==> src/hw/edg_pkg.sv <==
// shared constants and types for the external diagnostic sequencer
package edg_pkg;

  // clock and the millisecond tick that every long wait counts in
  localparam int CLK_PERIOD_PS = 25000;
  localparam int TICK_PERIOD_US = 1000;
  localparam int TICK_CYCLES = TICK_PERIOD_US * 1000000 / CLK_PERIOD_PS;

  // waits, in milliseconds, and the flash toggle count
  localparam logic [13:0] WAKE_TIMEOUT_MS = 14'h2710;
  localparam logic [13:0] FREEZE_WINDOW_MS = 14'h07d0;
  localparam logic [13:0] AUD_FAIL_HOLD_MS = 14'h0fa0;
  localparam logic [13:0] AUD_SETTLE_MS = 14'h0032;
  localparam logic [13:0] IPB_REPLY_MS = 14'h0064;
  localparam logic [13:0] FLASH_HALF_MS = 14'h00fa;
  localparam logic [3:0] FLASH_TOGGLES = 4'hc;

  // register byte offsets, version reset value and response codes
  localparam logic [7:0] REG_CTRL = 8'h00;
  localparam logic [7:0] REG_STATUS = 8'h04;
  localparam logic [7:0] REG_ERRORS = 8'h08;
  localparam logic [7:0] REG_VERSION = 8'h0c;
  localparam logic [7:0] REG_TIMER = 8'h10;
  localparam logic [7:0] VERSION_RESET = 8'h01;
  localparam logic [1:0] RESP_OKAY = 2'h0;
  localparam logic [1:0] RESP_SLVERR = 2'h2;

  // interprocessor bus message kinds and check pattern
  localparam logic [3:0] MSG_WAKE = 4'h1;
  localparam logic [3:0] MSG_SHUTUP = 4'h2;
  localparam logic [3:0] MSG_BG_ENABLE = 4'h3;
  localparam logic [3:0] MSG_CHECK = 4'h4;
  localparam logic [3:0] MSG_CHECK_REPLY = 4'h5;
  localparam logic [3:0] MSG_ERROR = 4'h6;
  localparam logic [3:0] MSG_VERSION = 4'h7;
  localparam logic [7:0] CHECK_PATTERN = 8'ha5;
  localparam logic [7:0] CHECK_ANSWER = 8'h5a;

  // error codes, bit 7 marks a fatal one
  localparam logic [7:0] ERR_WAKE_TIMEOUT = 8'h01;
  localparam logic [7:0] ERR_MUX = 8'h81;
  localparam logic [7:0] ERR_RING = 8'h82;
  localparam logic [7:0] ERR_AUDIO_BASE = 8'h10;

  // external diagnostic engine selections and audio steps
  localparam logic [1:0] DIAG_MUX = 2'h0;
  localparam logic [1:0] DIAG_RING = 2'h1;
  localparam logic [1:0] DIAG_ADC = 2'h2;
  localparam logic [2:0] AUD_LAST_STEP = 3'h6;

  typedef struct packed {
    logic valid;
    logic [3:0] kind;
    logic [7:0] data;
  } edg_msg_type;

  typedef struct packed {
    logic alert_tone_en;
    logic mod_tone_en;
    logic mod_tone_gate;
    logic end_of_message_tone;
    logic ciphered_audio_gate;
  } edg_aud_type;

  typedef enum logic [14:0] {
    ST_IDLE = 15'h0001,
    ST_HOLD = 15'h0002,
    ST_WAKE = 15'h0004,
    ST_DIAG_WAIT = 15'h0008,
    ST_SEND = 15'h0010,
    ST_IPB_WAIT = 15'h0020,
    ST_FLASH = 15'h0040,
    ST_DRAIN = 15'h0080,
    ST_AUD_SAMPLE = 15'h0100,
    ST_AUD_WATCH = 15'h0200,
    ST_AUD_NEXT = 15'h0400,
    ST_FREEZE = 15'h0800,
    ST_ENABLE = 15'h1000,
    ST_WAIT_BG = 15'h2000,
    ST_RUN = 15'h4000
  } edg_state_type;

endpackage

==> src/hw/edg_seq.sv <==
// external diagnostic sequencer with its register slave
//
// Functional notes
// - hold while access-disable or shut-up active
// - shut-up latched, cleared only by board reset
// - no wake message: start ten-second timeout
// - memory updates allowed during wake wait
// - wake timeout pauses on shut-up or disable
// - timeout: non-fatal error, skip external tests
// - receive lamp off when wake phase ends
// - bus read checks only after wake; fatal
// - ring checks only after wake; fatal
// - bad check reply: protect lamp flashes six
// - after check passes, send queued errors
// - audio only after wake; converters first, non-fatal
// - audio errors sent at once, not queued
// - two-second disable watch freezes test conditions
// - four seconds after each failed audio test
// - alert tone absent enabled or present disabled
// - modulator tone: ungated absent, gated present
// - receive tone: gated present, ungated absent
// - version, latches, parameters, then interrupts enabled
// - transmit lamp off, then wait background enable
// - no wake: start background immediately
// - protect lamp off before background starts
//
// Chosen here: the AXI4-Lite interface to the registers and the address map.
`timescale 1ns/1ps
`default_nettype none

module edg_seq #(
  parameter int TICK_CYCLES = edg_pkg::TICK_CYCLES
) (
  // clock and reset
  input wire logic clk_sys,
  input wire logic rst_n,
  // register bus
  input wire logic [7:0] s_axi_awaddr,
  input wire logic s_axi_awvalid,
  output logic s_axi_awready,
  input wire logic [31:0] s_axi_wdata,
  input wire logic [3:0] s_axi_wstrb,
  input wire logic s_axi_wvalid,
  output logic s_axi_wready,
  output logic [1:0] s_axi_bresp,
  output logic s_axi_bvalid,
  input wire logic s_axi_bready,
  input wire logic [7:0] s_axi_araddr,
  input wire logic s_axi_arvalid,
  output logic s_axi_arready,
  output logic [31:0] s_axi_rdata,
  output logic [1:0] s_axi_rresp,
  output logic s_axi_rvalid,
  input wire logic s_axi_rready,
  // pins from the station
  input wire logic access_disable_pin,
  input wire logic tone_detect_pin,
  input wire logic station_reset_pin,
  // interprocessor bus messages
  input wire edg_pkg::edg_msg_type ipb_rx,
  output edg_pkg::edg_msg_type ipb_tx,
  input wire logic ipb_tx_ack,
  // external check engine
  output logic diag_req,
  output logic [1:0] diag_sel,
  input wire logic diag_done,
  input wire logic diag_pass,
  // audio path controls
  output edg_pkg::edg_aud_type aud_ctrl,
  // lamps and module enables
  output logic receive_activity_lamp,
  output logic transmit_activity_lamp,
  output logic protect_fail_lamp,
  output logic nvm_update_enable,
  output logic latch_init,
  output logic param_load,
  output logic rx_irq_enable,
  output logic tx_irq_enable,
  output logic background_run
);

  edg_pkg::edg_state_type state;
  edg_pkg::edg_state_type ret_state;
  logic [2:0] sync_a;
  logic [2:0] sync_b;
  logic reset_seen;
  logic station_reset;
  logic acc_dis;
  logic tone_present;
  logic [15:0] pre;
  logic tick;
  logic [13:0] tmr;
  logic tmr_run;
  logic shutup;
  logic wake_seen;
  logic ipb_fail;
  logic frozen;
  logic [3:0] flash_cnt;
  logic [2:0] step;
  logic [7:0] queue [8];
  logic [2:0] q_wr;
  logic [2:0] q_rd;
  logic [3:0] q_count;
  logic err_log;
  logic [7:0] err_code;
  logic [7:0] last_err;
  logic [7:0] fatal_cnt;
  logic [7:0] nonfatal_cnt;
  logic ctrl_start;
  logic [7:0] version;
  logic rx_wake;

  // audio step table: steps 1..6 drive the paths, step 0 is the converter check
  function automatic edg_pkg::edg_aud_type aud_cfg(input logic [2:0] s);
    edg_pkg::edg_aud_type c;
    c = '0;
    case (s)
      3'h1: c.alert_tone_en = '1;
      3'h3: c.mod_tone_en = '1;
      3'h4: begin
        c.mod_tone_en = '1;
        c.mod_tone_gate = '1;
      end
      3'h5: begin
        c.end_of_message_tone = '1;
        c.ciphered_audio_gate = '1;
      end
      3'h6: c.end_of_message_tone = '1;
      default: c = '0;
    endcase
    return c;
  endfunction

  // tone that a healthy path shows in each step
  function automatic logic aud_expect(input logic [2:0] s);
    return (s == 3'h1) || (s == 3'h4) || (s == 3'h5);
  endfunction

  // register decode shared by reads and writes; 3'h7 means unmapped
  function automatic logic [2:0] reg_sel(input logic [7:0] a);
    case (a)
      edg_pkg::REG_CTRL: return 3'h0;
      edg_pkg::REG_STATUS: return 3'h1;
      edg_pkg::REG_ERRORS: return 3'h2;
      edg_pkg::REG_VERSION: return 3'h3;
      edg_pkg::REG_TIMER: return 3'h4;
      default: return 3'h7;
    endcase
  endfunction

  ////////////////////////////////////////////////////////////////////////////
  // pin synchronisers: two flops each before anything looks at them
  genvar gi;
  generate
    for (gi = 0; gi < 3; gi++) begin : g_sync
      always_ff @(posedge clk_sys or negedge rst_n) begin
        if (!rst_n) begin
          sync_a[gi] <= '0;
          sync_b[gi] <= '0;
        end else begin
          sync_a[gi] <= gi == 0 ? access_disable_pin : (gi == 1 ? tone_detect_pin : station_reset_pin);
          sync_b[gi] <= sync_a[gi];
        end
      end
    end
  endgenerate
  assign acc_dis = sync_b[0];
  assign tone_present = sync_b[1];

  // the station reset acts on its rising edge only, so a held switch restarts once
  always_ff @(posedge clk_sys or negedge rst_n) begin
    if (!rst_n) begin
      reset_seen <= '0;
    end else begin
      reset_seen <= sync_b[2];
    end
  end
  assign station_reset = sync_b[2] && !reset_seen;
  assign rx_wake = ipb_rx.valid && ipb_rx.kind == edg_pkg::MSG_WAKE;

  ////////////////////////////////////////////////////////////////////////////
  // millisecond prescaler feeding every timeout
  always_ff @(posedge clk_sys or negedge rst_n) begin
    if (!rst_n) begin
      pre <= '0;
    end else if (pre == 16'(TICK_CYCLES - 1)) begin
      pre <= '0;
    end else begin
      pre <= pre + 16'h0001;
    end
  end
  assign tick = pre == 16'(TICK_CYCLES - 1);

  // the wake wait halts rather than restarts, so an update does not eat it
  assign tmr_run = !(state == edg_pkg::ST_WAKE && (acc_dis || shutup));

  // shut-up survives everything but a reset from the control board; arrival wins
  always_ff @(posedge clk_sys or negedge rst_n) begin
    if (!rst_n) begin
      shutup <= '0;
    end else if (ipb_rx.valid && ipb_rx.kind == edg_pkg::MSG_SHUTUP) begin
      shutup <= '1;
    end else if (station_reset) begin
      shutup <= '0;
    end
  end

  // memory updates are only safe while waiting for the wake message
  always_ff @(posedge clk_sys or negedge rst_n) begin
    if (!rst_n) begin
      nvm_update_enable <= '0;
    end else begin
      nvm_update_enable <= state == edg_pkg::ST_WAKE;
    end
  end

  // error statistics seen by software
  always_ff @(posedge clk_sys or negedge rst_n) begin
    if (!rst_n) begin
      last_err <= '0;
      fatal_cnt <= '0;
      nonfatal_cnt <= '0;
    end else if (err_log) begin
      last_err <= err_code;
      if (err_code[7]) begin
        fatal_cnt <= fatal_cnt + 8'h01;
      end else begin
        nonfatal_cnt <= nonfatal_cnt + 8'h01;
      end
    end
  end

  ////////////////////////////////////////////////////////////////////////////
  // sequencer
  always_ff @(posedge clk_sys or negedge rst_n) begin
    if (!rst_n) begin
      state <= edg_pkg::ST_IDLE;
      ret_state <= edg_pkg::ST_IDLE;
      tmr <= '0;
      wake_seen <= '0;
      ipb_fail <= '0;
      frozen <= '0;
      flash_cnt <= '0;
      step <= '0;
      q_wr <= '0;
      q_rd <= '0;
      q_count <= '0;
      err_log <= '0;
      err_code <= '0;
      ipb_tx <= '0;
      diag_req <= '0;
      diag_sel <= '0;
      aud_ctrl <= '0;
      receive_activity_lamp <= '0;
      transmit_activity_lamp <= '0;
      protect_fail_lamp <= '0;
      latch_init <= '0;
      param_load <= '0;
      rx_irq_enable <= '0;
      tx_irq_enable <= '0;
      background_run <= '0;
    end else begin
      diag_req <= '0;
      err_log <= '0;
      latch_init <= '0;
      param_load <= '0;
      if (tick && tmr_run) begin
        tmr <= tmr + 14'h0001;
      end
      if (station_reset) begin
        // a control board reset restarts the whole sequence from idle
        state <= edg_pkg::ST_IDLE;
        wake_seen <= '0;
        ipb_fail <= '0;
        frozen <= '0;
        q_count <= '0;
        q_rd <= '0;
        q_wr <= '0;
        ipb_tx <= '0;
        aud_ctrl <= '0;
        rx_irq_enable <= '0;
        tx_irq_enable <= '0;
        background_run <= '0;
      end else begin
        case (state)
          edg_pkg::ST_IDLE: begin
            if (ctrl_start) begin
              receive_activity_lamp <= '1;
              transmit_activity_lamp <= '1;
              protect_fail_lamp <= '1;
              state <= edg_pkg::ST_HOLD;
            end
          end
          edg_pkg::ST_HOLD: begin
            if (rx_wake) begin
              wake_seen <= '1;
            end
            if (!acc_dis && !shutup) begin
              tmr <= '0;
              state <= edg_pkg::ST_WAKE;
            end
          end
          edg_pkg::ST_WAKE: begin
            if (wake_seen || rx_wake) begin
              wake_seen <= '1;
              receive_activity_lamp <= '0;
              diag_req <= '1;
              diag_sel <= edg_pkg::DIAG_MUX;
              state <= edg_pkg::ST_DIAG_WAIT;
            end else if (tmr >= edg_pkg::WAKE_TIMEOUT_MS) begin
              err_log <= '1;
              err_code <= edg_pkg::ERR_WAKE_TIMEOUT;
              queue[q_wr] <= edg_pkg::ERR_WAKE_TIMEOUT;
              q_wr <= q_wr + 3'h1;
              q_count <= q_count + 4'h1;
              receive_activity_lamp <= '0;
              ipb_tx <= '{!ipb_fail, edg_pkg::MSG_VERSION, version};
              ret_state <= edg_pkg::ST_ENABLE;
              step <= '0;
              state <= edg_pkg::ST_SEND;
            end
          end
          edg_pkg::ST_DIAG_WAIT: begin
            if (diag_done) begin
              case (diag_sel)
                edg_pkg::DIAG_MUX: begin
                  if (!diag_pass) begin
                    err_log <= '1;
                    err_code <= edg_pkg::ERR_MUX;
                    queue[q_wr] <= edg_pkg::ERR_MUX;
                    q_wr <= q_wr + 3'h1;
                    q_count <= q_count + 4'h1;
                  end
                  diag_req <= '1;
                  diag_sel <= edg_pkg::DIAG_RING;
                end
                edg_pkg::DIAG_RING: begin
                  if (!diag_pass) begin
                    err_log <= '1;
                    err_code <= edg_pkg::ERR_RING;
                    queue[q_wr] <= edg_pkg::ERR_RING;
                    q_wr <= q_wr + 3'h1;
                    q_count <= q_count + 4'h1;
                  end
                  ipb_tx <= '{'1, edg_pkg::MSG_CHECK, edg_pkg::CHECK_PATTERN};
                  ret_state <= edg_pkg::ST_IPB_WAIT;
                  state <= edg_pkg::ST_SEND;
                end
                default: begin
                  if (!diag_pass) begin
                    err_log <= '1;
                    err_code <= edg_pkg::ERR_AUDIO_BASE;
                    ipb_tx <= '{!ipb_fail, edg_pkg::MSG_ERROR, edg_pkg::ERR_AUDIO_BASE};
                    ret_state <= edg_pkg::ST_AUD_WATCH;
                    state <= edg_pkg::ST_SEND;
                  end else begin
                    state <= edg_pkg::ST_AUD_NEXT;
                  end
                end
              endcase
            end
          end
          edg_pkg::ST_SEND: begin
            // a failed bus check turns every later send into a no-op
            if (!ipb_tx.valid || ipb_tx_ack) begin
              ipb_tx.valid <= '0;
              tmr <= '0;
              state <= ret_state;
            end
          end
          edg_pkg::ST_IPB_WAIT: begin
            if (ipb_rx.valid && ipb_rx.kind == edg_pkg::MSG_CHECK_REPLY) begin
              if (ipb_rx.data == edg_pkg::CHECK_ANSWER) begin
                state <= edg_pkg::ST_DRAIN;
              end else begin
                ipb_fail <= '1;
                protect_fail_lamp <= '0;
                flash_cnt <= '0;
                tmr <= '0;
                state <= edg_pkg::ST_FLASH;
              end
            end else if (tmr >= edg_pkg::IPB_REPLY_MS) begin
              ipb_fail <= '1;
              protect_fail_lamp <= '0;
              flash_cnt <= '0;
              tmr <= '0;
              state <= edg_pkg::ST_FLASH;
            end
          end
          edg_pkg::ST_FLASH: begin
            if (tmr >= edg_pkg::FLASH_HALF_MS) begin
              tmr <= '0;
              flash_cnt <= flash_cnt + 4'h1;
              protect_fail_lamp <= !protect_fail_lamp;
              if (flash_cnt == edg_pkg::FLASH_TOGGLES - 4'h1) begin
                protect_fail_lamp <= '1;
                state <= edg_pkg::ST_DRAIN;
              end
            end
          end
          edg_pkg::ST_DRAIN: begin
            if (q_count != 4'h0) begin
              ipb_tx <= '{!ipb_fail, edg_pkg::MSG_ERROR, queue[q_rd]};
              q_rd <= q_rd + 3'h1;
              q_count <= q_count - 4'h1;
              ret_state <= edg_pkg::ST_DRAIN;
              state <= edg_pkg::ST_SEND;
            end else begin
              step <= '0;
              diag_req <= '1;
              diag_sel <= edg_pkg::DIAG_ADC;
              state <= edg_pkg::ST_DIAG_WAIT;
            end
          end
          edg_pkg::ST_AUD_SAMPLE: begin
            if (tmr >= edg_pkg::AUD_SETTLE_MS) begin
              if (tone_present != aud_expect(step)) begin
                err_log <= '1;
                err_code <= edg_pkg::ERR_AUDIO_BASE + {5'h00, step};
                ipb_tx <= '{!ipb_fail, edg_pkg::MSG_ERROR, edg_pkg::ERR_AUDIO_BASE + {5'h00, step}};
                ret_state <= edg_pkg::ST_AUD_WATCH;
                state <= edg_pkg::ST_SEND;
              end else begin
                state <= edg_pkg::ST_AUD_NEXT;
              end
            end
          end
          edg_pkg::ST_AUD_WATCH: begin
            if (tmr < edg_pkg::FREEZE_WINDOW_MS && acc_dis) begin
              frozen <= '1;
              state <= edg_pkg::ST_FREEZE;
            end else if (tmr >= edg_pkg::AUD_FAIL_HOLD_MS) begin
              state <= edg_pkg::ST_AUD_NEXT;
            end
          end
          edg_pkg::ST_AUD_NEXT: begin
            if (step == edg_pkg::AUD_LAST_STEP) begin
              aud_ctrl <= '0;
              ipb_tx <= '{!ipb_fail, edg_pkg::MSG_VERSION, version};
              ret_state <= edg_pkg::ST_ENABLE;
              step <= '0;
              state <= edg_pkg::ST_SEND;
            end else begin
              aud_ctrl <= aud_cfg(step + 3'h1);
              step <= step + 3'h1;
              tmr <= '0;
              state <= edg_pkg::ST_AUD_SAMPLE;
            end
          end
          edg_pkg::ST_FREEZE: begin
            // paths stay as they were so the failed circuit can be probed
            state <= edg_pkg::ST_FREEZE;
          end
          edg_pkg::ST_ENABLE: begin
            step <= step + 3'h1;
            case (step)
              3'h0: latch_init <= '1;
              3'h1: param_load <= '1;
              3'h2: begin
                rx_irq_enable <= '1;
                tx_irq_enable <= '1;
              end
              default: begin
                transmit_activity_lamp <= '0;
                if (wake_seen) begin
                  state <= edg_pkg::ST_WAIT_BG;
                end else begin
                  protect_fail_lamp <= '0;
                  background_run <= '1;
                  state <= edg_pkg::ST_RUN;
                end
              end
            endcase
          end
          edg_pkg::ST_WAIT_BG: begin
            // no timeout here: other boards may still be testing
            if (ipb_rx.valid && ipb_rx.kind == edg_pkg::MSG_BG_ENABLE) begin
              protect_fail_lamp <= '0;
              background_run <= '1;
              state <= edg_pkg::ST_RUN;
            end
          end
          edg_pkg::ST_RUN: state <= edg_pkg::ST_RUN;
          default: state <= edg_pkg::ST_IDLE;
        endcase
      end
    end
  end

  ////////////////////////////////////////////////////////////////////////////
  // register slave, write side: address and data are taken together
  always_ff @(posedge clk_sys or negedge rst_n) begin
    if (!rst_n) begin
      s_axi_awready <= '0;
      s_axi_wready <= '0;
      s_axi_bvalid <= '0;
      s_axi_bresp <= '0;
      ctrl_start <= '0;
      version <= edg_pkg::VERSION_RESET;
    end else begin
      ctrl_start <= '0;
      s_axi_awready <= '0;
      s_axi_wready <= '0;
      if (s_axi_awready && s_axi_awvalid) begin
        s_axi_bvalid <= '1;
        s_axi_bresp <= reg_sel(s_axi_awaddr) == 3'h7 ? edg_pkg::RESP_SLVERR : edg_pkg::RESP_OKAY;
        if (reg_sel(s_axi_awaddr) == 3'h0 && s_axi_wstrb[0]) begin
          ctrl_start <= s_axi_wdata[0];
        end
        if (reg_sel(s_axi_awaddr) == 3'h3 && s_axi_wstrb[0]) begin
          version <= s_axi_wdata[7:0];
        end
      end else if (s_axi_awvalid && s_axi_wvalid && !s_axi_awready && !s_axi_bvalid) begin
        s_axi_awready <= '1;
        s_axi_wready <= '1;
      end else if (s_axi_bvalid && s_axi_bready) begin
        s_axi_bvalid <= '0;
      end
    end
  end

  // register slave, read side
  always_ff @(posedge clk_sys or negedge rst_n) begin
    if (!rst_n) begin
      s_axi_arready <= '0;
      s_axi_rvalid <= '0;
      s_axi_rdata <= '0;
      s_axi_rresp <= '0;
    end else begin
      s_axi_arready <= '0;
      if (s_axi_arready && s_axi_arvalid) begin
        s_axi_rvalid <= '1;
        s_axi_rresp <= reg_sel(s_axi_araddr) == 3'h7 ? edg_pkg::RESP_SLVERR : edg_pkg::RESP_OKAY;
        case (reg_sel(s_axi_araddr))
          3'h1: s_axi_rdata <= {12'h000, background_run, frozen, ipb_fail, shutup, wake_seen, state};
          3'h2: s_axi_rdata <= {8'h00, nonfatal_cnt, fatal_cnt, last_err};
          3'h3: s_axi_rdata <= {24'h00_0000, version};
          3'h4: s_axi_rdata <= {18'h0_0000, tmr};
          default: s_axi_rdata <= '0;
        endcase
      end else if (s_axi_arvalid && !s_axi_arready && !s_axi_rvalid) begin
        s_axi_arready <= '1;
      end else if (s_axi_rvalid && s_axi_rready) begin
        s_axi_rvalid <= '0;
      end
    end
  end

endmodule

`default_nettype wire

==> config.mk <==
export PLATFORM = sky130hd
export DESIGN_NAME = edg_seq
export DESIGN_NICKNAME = d
export VERILOG_FILES = /design/src/hw/edg_pkg.sv /design/src/hw/edg_seq.sv
export SDC_FILE = /design/constraint.sdc
export NUM_CORES = 1
export LEC_CHECK = 0
export BUFFER_PORTS_ARGS = -buffer_cell sky130_fd_sc_hd__buf_2
export CAP_MARGIN = 40
export CORE_MARGIN = 2
export CORE_UTILIZATION = 35
export CTS_CLUSTER_DIAMETER = 80
export DETAILED_ROUTE_END_ITERATION = 16
export GPL_ROUTABILITY_DRIVEN = 0
export SYNTH_ARGS = -nofsm -noshare
export SYNTH_HDL_FRONTEND = slang
export SYNTH_SLANG_ARGS = --single-unit
==> constraint.sdc <==
create_clock -name clk_sys -period 6.34 [get_ports clk_sys]
set_clock_uncertainty 0.05 [all_clocks]
set_input_delay 1.902 -clock clk_sys [delete_from_list [all_inputs] [get_ports clk_sys]]
set_output_delay 1.902 -clock clk_sys [all_outputs]
set_load 0.02 [all_outputs]
==> out/qor.yml <==
routing:
  drt_iter0_drc: 700
  wl_per_cell_um: 18.1
  route.detailed.drc: 0
  wl_um: 26200
  viasPerCell: 5.32
  postRouteAntennaNets: 0
  vias: 7702
  firstDrtPassIters: 6
final_layout:
  finalCoreUtilization_pct: 40.8
  syn2layout_area_growth_pct: 15.0
  num_antenna_cells: 0
  multi_input_area_um2: 4410
  nets: 1153
  drive_above_1_share_pct: 20.6
  seqCellArea_um2: 5030
  postLayoutCellArea_um2: 11300
  fillers: 2757
synth:
  async_reset_ff_share_pct: 87.8
  syn_avg_cell_area_um2: 10.2
  syn_area_um2: 9840
  ys_ff_latch: 196
  synth.distinct_cells: 80
  ys_warn_count: 0
  synthesis.instances: 964
  yosysSeqAreaShare_pct: 51.1
  synth_edf_count: 24
  ys.flop_type: "dfrtp_1"
grt:
  grt-ovfl-total: 0
  grt_antenna_before_repair: 1
  grt_usage_pct: 18.3
  grt_pass1_vias: 7335
  grt_pass1_wl_um: 41200
  grt_start_max_net_pins: 61
job:
  drv_cap: 0
floorplanning:
  pin_count: 149
  die_area_um2: 29500
  die_h_um: 172
  die_w_um: 172
  initial_utilization_pct: 35.5
  row_count: 61
  coreArea_um2: 27700
setup_path:
  slowest_stage: "a21oi_1"
  cpMostUsedCell: "a21oi_1"
  path_cells: "buf_2 -> nor4bb_1 -> buf_4 -> a21oi_1 -> a21oi_1 -> a21oi_1 -> nand4_4 -> nor2_4 -> mux2_2"
  startpoint_type: "primary input"
  r2r_start: "state[10]"
  required_ns: 6.62
  path_delay_family: "compound AO/OA/AOI/OAI gates"
  cp.depth: 9
  r2r-end: "queue[0][2]"
  crit_fanout: 25
  worstSetupPathType: "in2reg"
  ff2ff_path_depth: 6
  cp-startpoint: "ipb_rx[8]"
  critPathCaptureType: "flop"
  worstPathBufferInverterCount: 2
  setup.worst_path.end: "ret_state[5]"
  rrSetupSlack_ns: 2.54
  slowest_delay_ns: 0.45
  arrival_ns: 4.21
power_and_ir_drop:
  total_leakage_power_uw: 0.00512
  powerDensity_nw_per_um2: 224
  max-vdd-ir-drop_v: 0.000168
clock_network:
  cts_hold_buf: 0
  clock_latency_ns: 0.44
  cts_setup_buffers: 0
  cts_max_level: 4
  cts-buffers-inserted: 17
  cts-root-buf: "clkbuf_16"
  clk_pin_slew_ns: 0.07
  cts_tree: "done"
  cts_resized: 0
  clock_sinks: 196
  cts_buffer_depth: 2
placement:
  io_buffers: 110
  pre_cts_ws_ns: 2.00
  dp_hpwl_um: 19200
  placed_area_um2: 10800
timing:
  post-route-min-period_ns: 3.93
  fin_ws_ns: 2.41
  whs_ns: 0.300
  setup_violations: 0
  setup_tns_ns: 0
  slew_viol_final: 0
  worst_slew_pin_slew_ns: 0.907
  post-route-period-util_pct: 62.0
  max_freq_mhz: 254
  slew_headroom_pct: 38.9
  hold_viol: 0
  grt_setup_unrepaired: "no"
status:
  outcome: "finished clean"
worst_hold_path:
  hold_class: "reg2reg"
## synth_stat cells (all sizes together), types with 7 or more instances
cell / n / area [um2]
buf: 31 / 215
nor2: 89 / 344
edfxtp: 24 / 721
and3: 17 / 111
mux2: 20 / 225
a21oi: 48 / 244
dfrtp: 169 / 4230
or4: 9 / 75.1
a22oi: 10 / 75.1
mux2i: 12 / 120
ha: 16 / 200
nand4: 19 / 134
nor3: 26 / 140
or3: 8 / 50.1
nor2b: 7 / 43.8
nor4b: 11 / 124
clkbuf: 32 / 120
o21ai: 66 / 330
a21o: 10 / 75.1
nand2b: 9 / 56.3
nor3b: 7 / 52.6
o211ai: 7 / 52.6
inv: 32 / 120
nand3: 32 / 160
nor4: 15 / 113
nand2: 104 / 398
a222oi: 12 / 120
xnor2: 35 / 307
xor2: 16 / 140
## power breakdown
group,switching [uW],internal [uW]
registers,17.6,1280
clock network,504,545
logic,127,61.1
total,648,1890
## layer usage
layer  GRT usage (%)  share of wire, %  vias to the layer above
li1                -                 -                     3629
met1            25.1                46                     3779
met2            28.5                46                      255
met3            4.33               6.2                       37
met4            5.64               2.0                        2
met5               0             0.069                        -
## state kept, by name, summed over array words and instances, names as in the netlist, 2 cells and up
register      count
queue            24
s_axi_rdata      24
pre              16
state            15
tmr              14
ipb_tx           12
fatal_cnt         8
nonfatal_cnt      8
version           8
aud_ctrl          5
err_code          5
last_err          5
ret_state         5
flash_cnt         4
q_count           4
q_rd              3
q_wr              3
step              3
sync_a            3
diag_sel          2
## through the flow
stage,instances,total power (uW)
global route,1449,2640
floorplan,974,1430
detailed placement,1417,1510
global placement,1412,1500
finish,1449,2540
CTS,1449,2560
## layout by cell type, fill, tap and decap left out, types with 7 or more instances in the layout
master	count
nor3_1	23
xor2_1	16
mux2i_1	12
nor4b_1	8
nand4_1	18
buf_4	15
buf_2	109
mux2_2	20
o211ai_1	7
clkbuf_16	17
or3_1	8
o21ai_0	65
nor3b_1	7
nand2b_1	9
nor2_1	87
a222oi_1	12
a22oi_1	10
and3_1	16
or4_1	7
nand2_1	103
a21o_1	10
xnor2_1	35
ha_1	16
inv_1	31
nand3_1	32
a21oi_1	47
edfxtp_1	24
conb_1	11
dfrtp_1	169
nor4_1	12
## area by class of cell
cell class | count | area share [%]
Inverter | 32 | 1.06
Tap cell | 378 | 4.18
Clock buffer | 17 | 3.76
Sequential cell | 196 | 44.4
Clock inverter | 15 | 1.21
Multi-Input combinational cell | 683 | 39.0
Timing Repair Buffer | 128 | 6.38
## logic make-up (layout without fill, tap and decap cells)
family | Yosys count | count (layout) | synth area share (%)
buffers and inverters | 95 | 192 | 4.63
XOR/XNOR | 51 | 51 | 4.54
adder cells (fa/ha/maj) | 17 | 17 | 2.24
AO/OA/AOI/OAI | 190 | 190 | 12.3
AND/OR/NAND/NOR | 376 | 376 | 20.3
flip-flops | 196 | 196 | 51.1
other | 1 | 11 | 0.0381
multiplexers | 38 | 38 | 4.88
## worst min path at each step
stage	start	end	slack, ns	cells past startpoint
floorplan	sync_a[0]	acc_dis	0.28	0
global placement	sync_a[1]	tone_present	0.28	0
detailed placement	sync_a[1]	tone_present	0.29	0
CTS	sync_a[0]	acc_dis	0.30	0
global route	sync_a[0]	acc_dis	0.31	0
finish	sync_a[0]	acc_dis	0.30	0
No activity file was read; power rests on OpenSTA's default activity.
